File: src/design/spc_pkg.sv
// Purpose: Shared constants and types for the standalone phrase playback block.
// Assumes: 50 MHz mclk, 32-bit classic Wishbone register access.
// Notes:   Rate and tone tables are kept in units of 100 Hz.
package spc_pkg;
    localparam int unsigned SPC_CLK_HZ       = 50_000_000;
    localparam int unsigned SPC_DEBOUNCE_MS  = 16;
    localparam int unsigned SPC_FADE_STEP_MS = 64;
    localparam int unsigned SPC_MS_PER_S     = 1000;
    localparam int unsigned SPC_DHZ_HZ       = 100;
    localparam int unsigned SPC_RATE_DHZ [8] = '{40, 53, 64, 80, 106, 128, 160, 320};
    localparam int unsigned SPC_BEEP_DHZ [4] = '{5, 10, 13, 20};
    localparam logic [2:0]  SPC_RATE_TOP     = 3'h7;
    localparam logic [2:0]  SPC_RATE_RC_TOP  = 3'h6;
    localparam logic [6:0]  SPC_BEEP_BASE    = 7'h7c;
    localparam logic [6:0]  SPC_LFSR_SEED    = 7'h5a;
    localparam logic [2:0]  SPC_FADE_LAST    = 3'h4;
    localparam logic [7:0]  SPC_REG_CTRL     = 8'h00;
    localparam logic [7:0]  SPC_REG_LEN      = 8'h04;
    localparam logic [7:0]  SPC_REG_DATA     = 8'h08;
    localparam logic [7:0]  SPC_REG_STAT     = 8'h0c;
    localparam logic [6:0]  SPC_CTRL_RST     = 7'h00;
    localparam logic [15:0] SPC_LEN_RST      = 16'h0100;
    localparam logic [11:0] SPC_STEP_MIN     = 12'h010;
    localparam logic [11:0] SPC_STEP_MAX     = 12'h400;
    localparam logic [11:0] SPC_BEEP_HI      = 12'h3ff;
    localparam logic [11:0] SPC_BEEP_LO      = 12'hc00;
    localparam logic [11:0] SPC_POS_MAX      = 12'h7ff;
    localparam logic [11:0] SPC_NEG_MAX      = 12'h800;
    localparam logic [11:0] SPC_DAC_MID      = 12'h800;

    // Software control word; rnd sits in bit 0 and rate in bits 6:4.
    typedef struct packed {
        logic [2:0] rate;
        logic       fade;
        logic       mix;
        logic       adpcm;
        logic       rnd;
    } spc_ctrl_t;

    // One FIFO word carries one sample byte for each channel.
    typedef struct packed {
        logic [7:0] ch1;
        logic [7:0] ch0;
    } spc_pair_t;

    typedef enum logic [2:0] {
        SPC_ST_IDLE = 3'h1,
        SPC_ST_WAIT = 3'h2,
        SPC_ST_PLAY = 3'h4
    } spc_state_t;
endpackage

File: src/design/spc_playback.sv
// Purpose: Standalone phrase trigger, sample decode, mix, fade and DAC feed.
// Assumes: Inputs synchronous to mclk; software streams samples into DATA.
// Notes:   The FIFO depth must be a power of two.
//
// Functional notes
// - Reset holds the device in standby.
// - Reset stops oscillator, grounds audio, clears state.
// - Busy low during playback, high after power-on.
// - Standby drives oscillator drive pin low.
// - RC mode drives RC pin high in standby.
// - Random trigger fall fetches random phrase, plays.
// - Random mode ignores lowest level phrase input.
// - Change input latches phrase 16 ms later.
// - Eight selectable sampling rates supported.
// - No 32 kHz rate under RC oscillation.
// - Four beep tones chosen by specific codes.
// - Decode 4-bit ADPCM or 8-bit PCM.
// - Fade-out through four attenuation steps.
// - Two channels mix into one stream.
// - Samples reach the DAC as 12-bit codes.
`timescale 1ns/1ns
`default_nettype none

module spc_fifo #(
    parameter int unsigned WIDTH = 16,
    parameter int unsigned DEPTH = 8
) (
    input  wire logic             clk,
    input  wire logic             rst,
    input  wire logic             in_valid,
    input  wire logic [WIDTH-1:0] in_data,
    output logic                  in_ready,
    output logic                  out_valid,
    output logic [WIDTH-1:0]      out_data,
    input  wire logic             out_ready
);
    localparam int unsigned AW = $clog2(DEPTH);
    logic [WIDTH-1:0] mem_q [DEPTH];
    logic [AW-1:0]    wr_q;
    logic [AW-1:0]    rd_q;
    logic [AW:0]      cnt_q;
    wire              push = in_valid && in_ready;
    wire              pop  = out_valid && out_ready;

    assign in_ready  = cnt_q != (AW+1)'(DEPTH);
    assign out_valid = cnt_q != '0;
    assign out_data  = mem_q[rd_q];

    always_ff @(posedge clk) begin
        if (push) begin
            mem_q[wr_q] <= in_data;
        end
    end

    always_ff @(posedge clk) begin
        if (rst) begin
            wr_q  <= '0;
            rd_q  <= '0;
            cnt_q <= '0;
        end else begin
            wr_q  <= wr_q + AW'(push);
            rd_q  <= rd_q + AW'(pop);
            cnt_q <= cnt_q + (AW+1)'(push) - (AW+1)'(pop);
        end
    end
endmodule // spc_fifo

module spc_playback import spc_pkg::*; #(
    parameter int unsigned CLK_HZ     = SPC_CLK_HZ,
    parameter int unsigned DEB_CYC    = SPC_DEBOUNCE_MS * (SPC_CLK_HZ / SPC_MS_PER_S),
    parameter int unsigned FADE_CYC   = SPC_FADE_STEP_MS * (SPC_CLK_HZ / SPC_MS_PER_S),
    parameter int unsigned FIFO_DEPTH = 8
) (
    input  wire logic        mclk,
    input  wire logic        reset,
    input  wire logic        oscillator_type_select,
    input  wire logic        random_trigger_n,
    input  wire logic [3:0]  phrase_change_inputs,
    input  wire logic [2:0]  phrase_level_inputs,
    input  wire logic        wb_cyc_i,
    input  wire logic        wb_stb_i,
    input  wire logic        wb_we_i,
    input  wire logic [7:0]  wb_adr_i,
    input  wire logic [3:0]  wb_sel_i,
    input  wire logic [31:0] wb_dat_i,
    output logic             wb_ack_o,
    output logic [31:0]      wb_dat_o,
    output logic             busy_n,
    output logic [11:0]      audio_output,
    output logic             oscillator_drive_pin,
    output logic             rc_network_pin
);
    localparam int unsigned DW = $clog2(DEB_CYC + 1);
    localparam int unsigned FW = $clog2(FADE_CYC + 1);

    spc_state_t         st_q;
    spc_state_t         st_d;
    spc_ctrl_t          ctrl_q;
    logic [15:0]        len_q;
    logic [6:0]         phrase_q;
    logic [6:0]         lfsr_q;
    logic               rnd_prev_q;
    logic [3:0]         sw_prev_q;
    logic [DW-1:0]      deb_q;
    logic [23:0]        rate_cnt_q;
    logic [23:0]        beep_cnt_q;
    logic               beep_q;
    logic [15:0]        smp_cnt_q;
    logic [FW-1:0]      fade_cnt_q;
    logic [2:0]         fade_lvl_q;
    logic signed [11:0] smp_q [2];
    logic [23:0]        rate_div [8];
    logic [23:0]        beep_half [4];
    spc_pair_t          fifo_data;
    logic               fifo_in_ready;
    logic               fifo_valid;

    // Register slave; a DATA write into a full FIFO waits for room.
    wire        wb_req  = wb_cyc_i && wb_stb_i && !wb_ack_o;
    wire        hit_ctl = wb_adr_i == SPC_REG_CTRL;
    wire        hit_len = wb_adr_i == SPC_REG_LEN;
    wire        hit_dat = wb_adr_i == SPC_REG_DATA;
    wire        hit_sta = wb_adr_i == SPC_REG_STAT;
    wire        data_wr = wb_req && wb_we_i && hit_dat;
    wire        wb_go   = wb_req && (!data_wr || fifo_in_ready);
    wire        wr_go   = wb_go && wb_we_i;
    wire [31:0] wmask   = {{8{wb_sel_i[3]}}, {8{wb_sel_i[2]}},
                           {8{wb_sel_i[1]}}, {8{wb_sel_i[0]}}};
    wire [31:0] ctl_old = {25'h000_0000, ctrl_q};
    wire [31:0] len_old = {16'h0000, len_q};
    wire [31:0] ctl_new = (ctl_old & ~wmask) | (wb_dat_i & wmask);
    wire [31:0] len_new = (len_old & ~wmask) | (wb_dat_i & wmask);
    wire        busy    = st_q == SPC_ST_PLAY;
    wire [31:0] stat_w  = {13'h0000, fade_lvl_q, 1'b0, phrase_q, 5'h00,
                           !fifo_in_ready, !fifo_valid, busy};
    wire [31:0] rd_mux  = hit_ctl ? ctl_old :
                          hit_len ? len_old :
                          hit_sta ? stat_w : 32'h0000_0000;

    always_ff @(posedge mclk) begin
        if (reset) begin
            wb_ack_o <= 1'b0;
            wb_dat_o <= 32'h0000_0000;
        end else begin
            wb_ack_o <= wb_go;
            wb_dat_o <= (wb_go && !wb_we_i) ? rd_mux : 32'h0000_0000;
        end
    end

    always_ff @(posedge mclk) begin
        if (reset) begin
            ctrl_q <= spc_ctrl_t'(SPC_CTRL_RST);
            len_q  <= SPC_LEN_RST;
        end else begin
            if (wr_go && hit_ctl) begin
                ctrl_q <= spc_ctrl_t'(ctl_new[6:0]);
            end
            if (wr_go && hit_len) begin
                len_q <= len_new[15:0];
            end
        end
    end

    // Trigger detection and phrase selection.
    wire       rnd_fall   = rnd_prev_q && !random_trigger_n;
    wire       rnd_start  = ctrl_q.rnd && rnd_fall && st_q == SPC_ST_IDLE;
    wire       sw_chg     = phrase_change_inputs != sw_prev_q;
    wire       deb_done   = st_q == SPC_ST_WAIT && deb_q == '0 && !sw_chg;
    wire       lvl0       = phrase_level_inputs[0] && !ctrl_q.rnd;
    wire [6:0] sw_phrase  = {phrase_level_inputs[2:1], lvl0, phrase_change_inputs};
    wire       play_start = !busy && st_d == SPC_ST_PLAY;
    wire       beep_play  = phrase_q >= SPC_BEEP_BASE;

    // Derived rates; the top rate folds to the next one under RC clocking.
    wire [2:0] rate_eff = (!oscillator_type_select && ctrl_q.rate == SPC_RATE_TOP) ?
                          SPC_RATE_RC_TOP : ctrl_q.rate;
    wire       sample_tick = busy && rate_cnt_q == rate_div[rate_eff] - 24'h00_0001;
    wire       beep_flip   = beep_cnt_q == beep_half[phrase_q[1:0]] - 24'h00_0001;
    wire       fade_step   = ctrl_q.fade && fade_cnt_q == FW'(FADE_CYC - 1);
    wire       play_end    = busy && ((sample_tick && smp_cnt_q == len_q - 16'h0001) ||
                                      fade_lvl_q == SPC_FADE_LAST);
    wire       pop_ready   = sample_tick && !beep_play;

    genvar gi;
    generate
        for (gi = 0; gi < 8; gi++) begin : g_rate
            assign rate_div[gi] = 24'(CLK_HZ / (SPC_RATE_DHZ[gi] * SPC_DHZ_HZ));
        end
        for (gi = 0; gi < 4; gi++) begin : g_beep
            assign beep_half[gi] = 24'(CLK_HZ / (2 * SPC_BEEP_DHZ[gi] * SPC_DHZ_HZ));
        end
    endgenerate

    always_comb begin
        st_d = st_q;
        case (st_q)
            SPC_ST_IDLE: begin
                if (rnd_start) begin
                    st_d = SPC_ST_PLAY;
                end else if (sw_chg) begin
                    st_d = SPC_ST_WAIT;
                end
            end
            SPC_ST_WAIT: begin
                if (deb_done) begin
                    st_d = SPC_ST_PLAY;
                end
            end
            SPC_ST_PLAY: begin
                if (play_end) begin
                    st_d = SPC_ST_IDLE;
                end
            end
            default: st_d = SPC_ST_IDLE;
        endcase
    end

    always_ff @(posedge mclk) begin
        if (reset) begin
            st_q       <= SPC_ST_IDLE;
            rnd_prev_q <= 1'b1;
            sw_prev_q  <= 4'h0;
            lfsr_q     <= SPC_LFSR_SEED;
            deb_q      <= '0;
            phrase_q   <= 7'h00;
        end else begin
            st_q       <= st_d;
            rnd_prev_q <= random_trigger_n;
            sw_prev_q  <= phrase_change_inputs;
            lfsr_q     <= {lfsr_q[5:0], lfsr_q[6] ^ lfsr_q[5]};
            if (sw_chg) begin
                deb_q <= DW'(DEB_CYC - 1);
            end else if (deb_q != '0) begin
                deb_q <= deb_q - DW'(1);
            end
            if (rnd_start) begin
                phrase_q <= lfsr_q;
            end else if (deb_done) begin
                phrase_q <= sw_phrase;
            end
        end
    end

    // Pacing counters run only while playing, so standby burns no toggles.
    always_ff @(posedge mclk) begin
        if (reset || !busy) begin
            rate_cnt_q <= 24'h00_0000;
            beep_cnt_q <= 24'h00_0000;
            beep_q     <= 1'b0;
            smp_cnt_q  <= 16'h0000;
            fade_cnt_q <= '0;
            fade_lvl_q <= 3'h0;
        end else begin
            rate_cnt_q <= sample_tick ? 24'h00_0000 : rate_cnt_q + 24'h00_0001;
            beep_cnt_q <= beep_flip ? 24'h00_0000 : beep_cnt_q + 24'h00_0001;
            beep_q     <= beep_q ^ beep_flip;
            smp_cnt_q  <= smp_cnt_q + 16'(sample_tick);
            if (ctrl_q.fade) begin
                fade_cnt_q <= fade_step ? '0 : fade_cnt_q + FW'(1);
            end
            if (fade_step && fade_lvl_q != SPC_FADE_LAST) begin
                fade_lvl_q <= fade_lvl_q + 3'h1;
            end
        end
    end

    spc_fifo #(
        .WIDTH ($bits(spc_pair_t)),
        .DEPTH (FIFO_DEPTH)
    ) u_fifo (
        .clk       (mclk),
        .rst       (reset),
        .in_valid  (data_wr),
        .in_data   (wb_dat_i[$bits(spc_pair_t)-1:0]),
        .in_ready  (fifo_in_ready),
        .out_valid (fifo_valid),
        .out_data  (fifo_data),
        .out_ready (pop_ready)
    );

    wire pop = pop_ready && fifo_valid;

    // Per-channel decoder; an empty FIFO at a tick repeats the last sample.
    generate
        for (gi = 0; gi < 2; gi++) begin : g_ch
            logic [11:0]        step_q;
            logic signed [11:0] pred_q;
            wire [7:0]          byte_w = fifo_data[gi*8 +: 8];
            wire [14:0]         prod   = 15'(step_q) * 15'(byte_w[2:0]);
            wire signed [13:0]  pext   = {{2{pred_q[11]}}, pred_q};
            wire signed [13:0]  dext   = {1'b0, prod[14:2]};
            wire signed [13:0]  sum    = byte_w[3] ? pext - dext : pext + dext;
            wire                ovf    = sum[13:11] != {3{sum[13]}};
            wire [11:0]         sat    = ovf ? (sum[13] ? SPC_NEG_MAX : SPC_POS_MAX) :
                                         sum[11:0];
            wire [11:0]         up     = (step_q >= SPC_STEP_MAX) ? SPC_STEP_MAX :
                                         {step_q[10:0], 1'b0};
            wire [11:0]         dn     = (step_q <= SPC_STEP_MIN) ? SPC_STEP_MIN :
                                         {1'b0, step_q[11:1]};
            wire [11:0]         pcm    = {byte_w, 4'h0};

            always_ff @(posedge mclk) begin
                if (reset || play_start) begin
                    step_q    <= SPC_STEP_MIN;
                    pred_q    <= 12'sh000;
                    smp_q[gi] <= 12'sh000;
                end else if (pop) begin
                    if (ctrl_q.adpcm) begin
                        step_q    <= byte_w[2] ? up : dn;
                        pred_q    <= signed'(sat);
                        smp_q[gi] <= signed'(sat);
                    end else begin
                        smp_q[gi] <= signed'(pcm);
                    end
                end
            end
        end
    endgenerate

    // Mix, attenuate and convert to offset binary for the converter.
    wire signed [11:0] beep_w = signed'(beep_q ? SPC_BEEP_HI : SPC_BEEP_LO);
    wire signed [11:0] ch0_w  = beep_play ? beep_w : smp_q[0];
    wire signed [11:0] ch1_w  = ctrl_q.mix && !beep_play ? smp_q[1] : 12'sh000;
    wire signed [12:0] mix_w  = 13'(ch0_w) + 13'(ch1_w);
    wire               mov    = mix_w[12] != mix_w[11];
    wire signed [11:0] msat   = mov ? signed'(mix_w[12] ? SPC_NEG_MAX : SPC_POS_MAX) :
                                mix_w[11:0];
    wire signed [11:0] faded  = msat >>> fade_lvl_q;
    wire [11:0]        dac_w  = faded ^ SPC_DAC_MID;
    wire               stby   = st_d != SPC_ST_PLAY;
    // A new phrase opens at mid-scale so the old phrase's last sample never leaks out.
    wire [11:0]        aud_w  = stby ? 12'h000 : (play_start ? SPC_DAC_MID : dac_w);

    always_ff @(posedge mclk) begin
        if (reset) begin
            busy_n               <= 1'b1;
            audio_output         <= 12'h000;
            oscillator_drive_pin <= 1'b0;
            rc_network_pin       <= 1'b1;
        end else begin
            busy_n               <= stby;
            audio_output         <= aud_w;
            oscillator_drive_pin <= stby ? 1'b0 : !oscillator_drive_pin;
            rc_network_pin       <= stby ? !oscillator_type_select :
                                    !oscillator_type_select && oscillator_drive_pin;
        end
    end

    reset_state_a: assert property (@(posedge mclk) reset |=>
        (audio_output == 12'h000 && busy_n && !oscillator_drive_pin && st_q == SPC_ST_IDLE))
        else $error("Reset did not force standby outputs.");
    busy_tracks_a: assert property (@(posedge mclk) disable iff (reset)
        busy_n == (st_q != SPC_ST_PLAY))
        else $error("Busy output disagrees with playback state.");
    osc_standby_a: assert property (@(posedge mclk) disable iff (reset)
        (st_q != SPC_ST_PLAY) |-> !oscillator_drive_pin)
        else $error("Oscillator drive pin not low in standby.");
    rc_standby_a: assert property (@(posedge mclk) disable iff (reset)
        (st_q != SPC_ST_PLAY && !$past(oscillator_type_select)) |-> rc_network_pin)
        else $error("RC pin not high in standby.");
    random_start_a: assert property (@(posedge mclk) disable iff (reset)
        rnd_start |=> (st_q == SPC_ST_PLAY && phrase_q == $past(lfsr_q)))
        else $error("Random trigger did not start random phrase.");
    level_mask_a: assert property (@(posedge mclk) disable iff (reset)
        (deb_done && ctrl_q.rnd) |=> !phrase_q[4])
        else $error("Lowest level input not ignored in random mode.");
    debounce_wait_a: assert property (@(posedge mclk) disable iff (reset)
        (st_q == SPC_ST_WAIT && (deb_q != '0 || sw_chg)) |=> st_q != SPC_ST_PLAY)
        else $error("Phrase latched before settle time.");
    rc_rate_a: assert property (@(posedge mclk) disable iff (reset)
        !oscillator_type_select |-> rate_eff != SPC_RATE_TOP)
        else $error("Top rate used under RC clocking.");
    fade_bound_a: assert property (@(posedge mclk) disable iff (reset)
        (busy && fade_lvl_q == SPC_FADE_LAST) |=> st_q == SPC_ST_IDLE && busy_n)
        else $error("Playback not ended after last fade step.");
    idle_silent_a: assert property (@(posedge mclk) disable iff (reset)
        (busy && play_end) |=> (busy_n && audio_output == 12'h000))
        else $error("Output not quiet after playback end.");
endmodule // spc_playback

`default_nettype wire

File: config.mk
export PLATFORM = sky130hd
export DESIGN_NAME = spc_playback
export DESIGN_NICKNAME = d
export VERILOG_FILES = /design/src/design/spc_pkg.sv /design/src/design/spc_playback.sv
export SDC_FILE = /design/constraint.sdc
export NUM_CORES = 1
export LEC_CHECK = 0
export BUFFER_PORTS_ARGS = -buffer_cell sky130_fd_sc_hd__buf_2
export CAP_MARGIN = 25
export CORE_MARGIN = 2
export CORE_UTILIZATION = 37
export CTS_BUF_LIST = sky130_fd_sc_hd__clkbuf_8
export DETAILED_ROUTE_END_ITERATION = 8
export MAX_ROUTING_LAYER = met4
export PLACE_DENSITY = 0.53
export SLEW_MARGIN = 40
export SYNTH_ARGS = -nofsm -noshare
export SYNTH_HDL_FRONTEND = slang
export SYNTH_SLANG_ARGS = --single-unit
File: constraint.sdc
create_clock -name mclk -period 8.3 [get_ports mclk]
set_clock_uncertainty 0.05 [all_clocks]
set_input_delay 0.415 -clock mclk [delete_from_list [all_inputs] [get_ports mclk]]
set_output_delay 0.415 -clock mclk [all_outputs]
set_load 0.01 [all_outputs]
==> results.ini, run 1 <==
[critical_path]
arrival_ns = 7.77
critPathRequiredTime_ns = 8.58
r2r_start = u_fifo.rd_q[0]$_SDFF_PP0_
crit_type = flop to flop
cpPeakStageDelay_ns = 0.58
cp_max_fo = 21
critPathLaunchType = flop
crit_slowest_cell = mux4_2
crit_start = u_fifo.rd_q[0]$_SDFF_PP0_
critical_path.endpoint_type = flop

[finish]
drive_above_1_share = 0.1315
final_util = 0.4204
layout.nets = 2617
fill_cells = 5895
final_cell_mix = nand2_1, dfxtp_1, nor2_1, edfxtp_1, a21oi_1
area_growth_pct = 12.50
mostFrequentLayoutCell = nand2_1

[cts]
cts_tree = done
clock_sinks = 400
cts_resized = 0
insertion_delay_ns = 0.66
htreeDepth = 3
clockRootBuffer = clkbuf_8
clkTransAtPathRegs_ns = 0.06
clk_path_buf_depth = 3
numCtsBuffers = 74

[power]
power_density_mw_per_mm2 = 160.6
p_leak_nw = 9.817
ir_drop_mv = 0.1512
total_power_mw = 4.077

[global_route]
grt_first_pass_wirelength_mm = 86.85
grt-ovfl-total = 0
grt_max_degree = 75
grt_pass1_vias = 16540
grt_usage = 0.1756
antenna_found_initial = 4

[synthesis]
synth-main-ff-cell = dfxtp_1
yosysWarnings = 0
synthAdderAreaFrac = 0.07633
synth_cell_types = 113
synth.avg_cell_area_um2 = 9.656
synth_xor_area_frac = 0.07450
synth_top_family_by_area = simple AND/OR/NAND/NOR gates
synth_edf_count = 152
synth_compound_area_frac = 0.1401
muxShareOfSynthArea = 0.05425
postSynthCellCount = 2336
ys_ff_latch = 400
ys_seq_area_frac = 0.4225
synthArstFlopShare = 0
syn_area_mm2 = 0.02256
synthSimpleGateAreaFrac = 0.1922

[place]
place_ws_ns = 0.7764
place_congestion = 0.8556
port_buffers = 74
place_hpwl_mm = 39.18

[timing]
tightest_slew_ns = 0.8118
hold_viol_final = 0
fin_setup_tns_ns = 0
min_period_ns = 7.489
finalMaxSlewViolations = 0
final-setup-viol-count = 0
rsz0062_at_grt = false
fmax_mhz = 133.5
hold_slack_ns = 0.05854
setup_slack_ns = 0.8109
min_period_over_period = 0.9023
relSlewSlack = 0.4568

[route]
drcViolationCount = 0
ant_nets = 0
detail_route.wirelength_mm = 54.72
drt_iter0_drc = 869
via_per_inst = 5.276
vias = 17310
wl_per_cell_um = 16.68
drt-pass1-iter-count = 5

[floorplanning]
core_area_mm2 = 0.06036
num_io_pins = 106
start_util = 0.3737
row_count = 90
dieArea_mm2 = 0.06296
die_h_um = 250.9
die_x_um = 250.9

[outcome]
outcome = finished, final reports clean

[run]
cap_violations = 0

[min_path]
hold_start = wb_dat_i[10]
min_path_type = input pin to flop

## repair_timing
action / in CTS / in global routing
hold endpoints to repair: 41 / 0
hold buffers: 15 / 0
buffers inserted: 0 / 0
## state kept, by name, summed over array words and instances, names as in the netlist, 4 cells and up, named ones only
signal,count
smp_cnt_q,16
g_ch.step_q,24
fade_cnt_q,22
deb_q,20
sw_prev_q,4
beep_cnt_q,24
phrase_q,7
lfsr_q,7
g_ch.pred_q,24
u_fifo.cnt_q,4
smp_q,24
audio_output,12
wb_dat_o,19
u_fifo.mem_q,128
rate_cnt_q,24
## synthesized netlist by cell type, types with 26 or more instances
library cell	instances	area (um^2)
nor2_1	207	777.0
and2_1	28	175.2
o21ai_0	83	415.4
fa_1	26	520.5
nand3_1	68	340.3
mux2i_1	39	390.4
nand2b_1	31	193.9
and3_1	54	337.8
edfxtp_1	152	4564
nand2_1	258	968.4
inv_1	102	382.9
nor3_1	52	260.3
ha_1	96	1201
a21oi_1	137	685.7
mux4_2	32	720.7
a21o_1	32	240.2
dfxtp_1	248	4965
clkbuf_1	63	236.5
xor2_1	91	797.0
xnor2_1	94	823.3
## final cells by class
| class | instances | area (um^2) | area share |
|---|---|---|---|
| Timing Repair Buffer | 116 | 735.7 | 0.02899 |
| Clock inverter | 47 | 317.8 | 0.01252 |
| Sequential cell | 400 | 9530 | 0.3756 |
| Tap cell | 782 | 978.4 | 0.03856 |
| Inverter | 105 | 394.1 | 0.01553 |
| Multi-Input combinational cell | 1740 | 12230 | 0.4818 |
| Antenna cell | 4 | 10.01 | 0.0003944 |
| Clock buffer | 86 | 1184 | 0.04664 |
## worst paths after layout
kind                                     endpoint  slack (ns)  cells after the start
setup / recovery        smp_q[1][9]$_SDFFCE_PN0P_        0.81                     25
setup reg to reg        smp_q[1][9]$_SDFFCE_PN0P_        0.81                     25
hold reg to reg   oscillator_drive_pin$_SDFF_PP0_        0.39                      1
hold / removal      u_fifo.mem_q[1][10]$_DFFE_PP_        0.06                      1
## per-stage QoR
step / cell area (um^2) / cells
after CTS: 25340 / 3275
after global routing: 25380 / 3280
after detailed placement: 23690 / 3127
after global placement: 23660 / 3127
after floorplan: 22600 / 2348
final: 25380 / 3280
## cells by family after synthesis
kind of cell / Yosys count
AOI/OAI and AO/OA: 473
xor gates and xnor gates: 188
adders and majority gates: 122
buffers and inverters: 208
DFF: 400
muxes: 81
other: 1
and+or+nand+nor: 863
## power breakdown
group          total [mW]  switching [mW]  leakage (nW)  internal, mW
combinational       0.108          0.0677          5.56        0.0400
sequential           2.06          0.0101          3.40          2.05
clock                1.91           0.861         0.857          1.05
total                4.08           0.939          9.82          3.14
## routing by layer
| metal | vias to the layer above | routed length (um) | part of all wire | global-route usage |
|---|---|---|---|---|
| met1 | 8342 | 24740 | 0.45 | 0.2180 |
| met4 | 0 | 1284 | 0.023 | 0.05034 |
| met5 | - | 0 | 0 | - |
| met3 | 83 | 2155 | 0.039 | 0.03210 |
| met2 | 286 | 26550 | 0.49 | 0.2930 |
| li1 | 8594 | - | - | - |
## critical path: cells and delay by family (launching register included)
kind / cells / cell delay [ns]
mux: 2 / 1.03
simple gates: 11 / 2.79
compound gates: 4 / 1.08
xor+xnor: 2 / 0.27
fa+ha+maj: 4 / 1.26
flops: 1 / 0.54
buf+inv: 2 / 0.13
(Power assumes the default switching activity.)
==> run 2: changes to the inputs <==
--- a/config.mk
+++ b/config.mk
@@ -7,13 +7,14 @@
 export LEC_CHECK = 0
 export BUFFER_PORTS_ARGS = -buffer_cell sky130_fd_sc_hd__buf_2
 export CAP_MARGIN = 25
+export CORE_ASPECT_RATIO = 0.5
 export CORE_MARGIN = 2
 export CORE_UTILIZATION = 37
 export CTS_BUF_LIST = sky130_fd_sc_hd__clkbuf_8
 export DETAILED_ROUTE_END_ITERATION = 8
 export MAX_ROUTING_LAYER = met4
 export PLACE_DENSITY = 0.53
-export SLEW_MARGIN = 40
+export SLEW_MARGIN = 20
 export SYNTH_ARGS = -nofsm -noshare
 export SYNTH_HDL_FRONTEND = slang
 export SYNTH_SLANG_ARGS = --single-unit
==> run 2 against run 1 <==
Against the previous run:
- combinational power is 6% lower
- final cell count is 0.37% higher
- global-route usage hardly changed
- critical path type unchanged
- highest routed layer unchanged
==> results.ini, run 2 (synthesized netlist as in run 1, its figures left out) <==
[place]
port_buffers = 74
place_inst = 3163
place_ws_ns = 0.6027
place_hpwl_mm = 38.63
place_congestion = 0.8413

[cts]
numCtsBuffers = 66
clock_sinks = 400
insertion_delay_ns = 0.64
clockRootBuffer = clkbuf_8
cts_resized = 0
postCtsSetupRepairBufs = 0
clkTransAtPathRegs_ns = 0.06
clk_path_buf_depth = 3
htreeDepth = 3
cts_tree = done

[timing]
rsz0062_at_grt = false
hold_slack_ns = 0.05076
setup_slack_ns = 0.6348
fin_setup_tns_ns = 0
hold_viol_final = 0
min_period_over_period = 0.9235
relSlewSlack = 0.3015
tightest_slew_ns = 1.040
min_period_ns = 7.665
finalMaxSlewViolations = 0
final-setup-viol-count = 0
fmax_mhz = 130.5

[power]
ir_drop_mv = 0.08877
p_leak_nw = 9.697
power_density_mw_per_mm2 = 155.8

[critical_path]
reg2reg_slack_ns = 0.63
r2r_cells = 23
critPathRequiredTime_ns = 8.60
cp_max_fo = 20
arrival_ns = 7.97
critical_path.endpoint_type = flop
crit_type = flop to flop
critPathLaunchType = flop

[floorplanning]
row_count = 63
die_x_um = 353.2
start_util = 0.3775
core_area_mm2 = 0.05975
die_h_um = 178.6
dieArea_mm2 = 0.06307
num_io_pins = 106

[outcome]
outcome = finished, final reports clean

[route]
wl_per_cell_um = 16.44
detail_route.wirelength_mm = 54.11
drt_iter0_drc = 937
drt-pass1-iter-count = 5
drcViolationCount = 0
ant_nets = 0
vias = 17030
via_per_inst = 5.172

[finish]
fill_cells = 5974
final_cells = 3292
layout.nets = 2607
drive_above_1_share = 0.1279
largest_reg_flops = 128
final_cell_mix = nand2_1, dfxtp_1, nor2_1, edfxtp_1, a21oi_1
regMostFlops = u_fifo.mem_q
area_growth_pct = 11.50
mostFrequentLayoutCell = nand2_1

[run]
cap_violations = 0

[global_route]
grt_usage = 0.1760
antenna_found_initial = 3
grt_first_pass_wirelength_mm = 86.68
grt_max_degree = 49
grt_pass1_vias = 16150
grt-ovfl-total = 0

[min_path]
min_path_type = input pin to flop
whs_path_depth = 1

==> run 2: routing by layer <==
metal | vias to the layer above | track usage | wire length (um)
met5 | - | - | 0
met3 | 76 | 0.03008 | 2120
met4 | 0 | 0.04770 | 1066
li1 | 8535 | - | -
met2 | 241 | 0.2765 | 24940
met1 | 8175 | 0.2350 | 25980
==> run 2: critical path, cell delays in order, from the launching register on <==
cell and delay (ns):
dfxtp_2 0.57, buf_4 0.42, mux4_2 0.57, mux2_2 0.45
and2_1 0.25, fa_1 0.48, ha_1 0.25, fa_1 0.43
a21o_1 0.22, a221oi_4 0.36, xor2_2 0.20, nand4_1 0.18
o21ai_0 0.26, xor2_1 0.12, ha_1 0.25, nor4_1 0.24
nand2_1 0.10, o32ai_2 0.28, o21ai_1 0.21, o31a_1 0.30
xnor2_1 0.24, xnor2_2 0.23, nor2_2 0.51, o221ai_1 0.20
==> run 2: cell type report <==
class                      instances  area, um^2  area share
antenna                            2       5.005   0.0001990
clock buffer                      76        1046     0.04159
timing repair buffer             114       698.2     0.02776
multi-input combinational       1740       12190      0.4847
sequential                       400        9530      0.3789
clock inverter                    43       270.3     0.01075
inverter                         105       394.1     0.01567
tap                              812        1016     0.04039
==> run 2: power breakdown <==
part | switching, mW | leakage, nW | internal [mW]
logic | 0.0653 | 5.55 | 0.0367
clock network | 0.846 | 0.747 | 0.912
registers | 0.00949 | 3.40 | 2.05
==> run 2: timing repair <==
action	CTS	global route
setup endpoints to repair	0	0
hold endpoints to repair	18	0
hold buffers	8	0
==> run 2: path summary, 6_finish.rpt <==
kind | startpoint | end
hold / removal | wb_dat_i[14] | u_fifo.mem_q[5][14]$_DFFE_PP_
hold reg to reg | lfsr_q[2]$_SDFF_PP0_ | lfsr_q[3]$_SDFF_PP1_
setup / recovery | u_fifo.rd_q[0]$_SDFF_PP0_ | smp_q[0][8]$_DFFE_PP_
setup reg to reg | u_fifo.rd_q[0]$_SDFF_PP0_ | smp_q[0][8]$_DFFE_PP_
==> run 2: through the flow <==
step | cell area (um^2) | power [mW] | util
3_3_place_gp | 23730 | 2.200 | 0.3971
4_1_cts | 25150 | 3.985 | 0.4209
2_1_floorplan | 22600 | 2.163 | -
3_5_place_dp | 23750 | 2.200 | 0.3975
5_1_grt | 25150 | 4.081 | 0.4209
6_report | 25150 | 3.919 | 0.4209
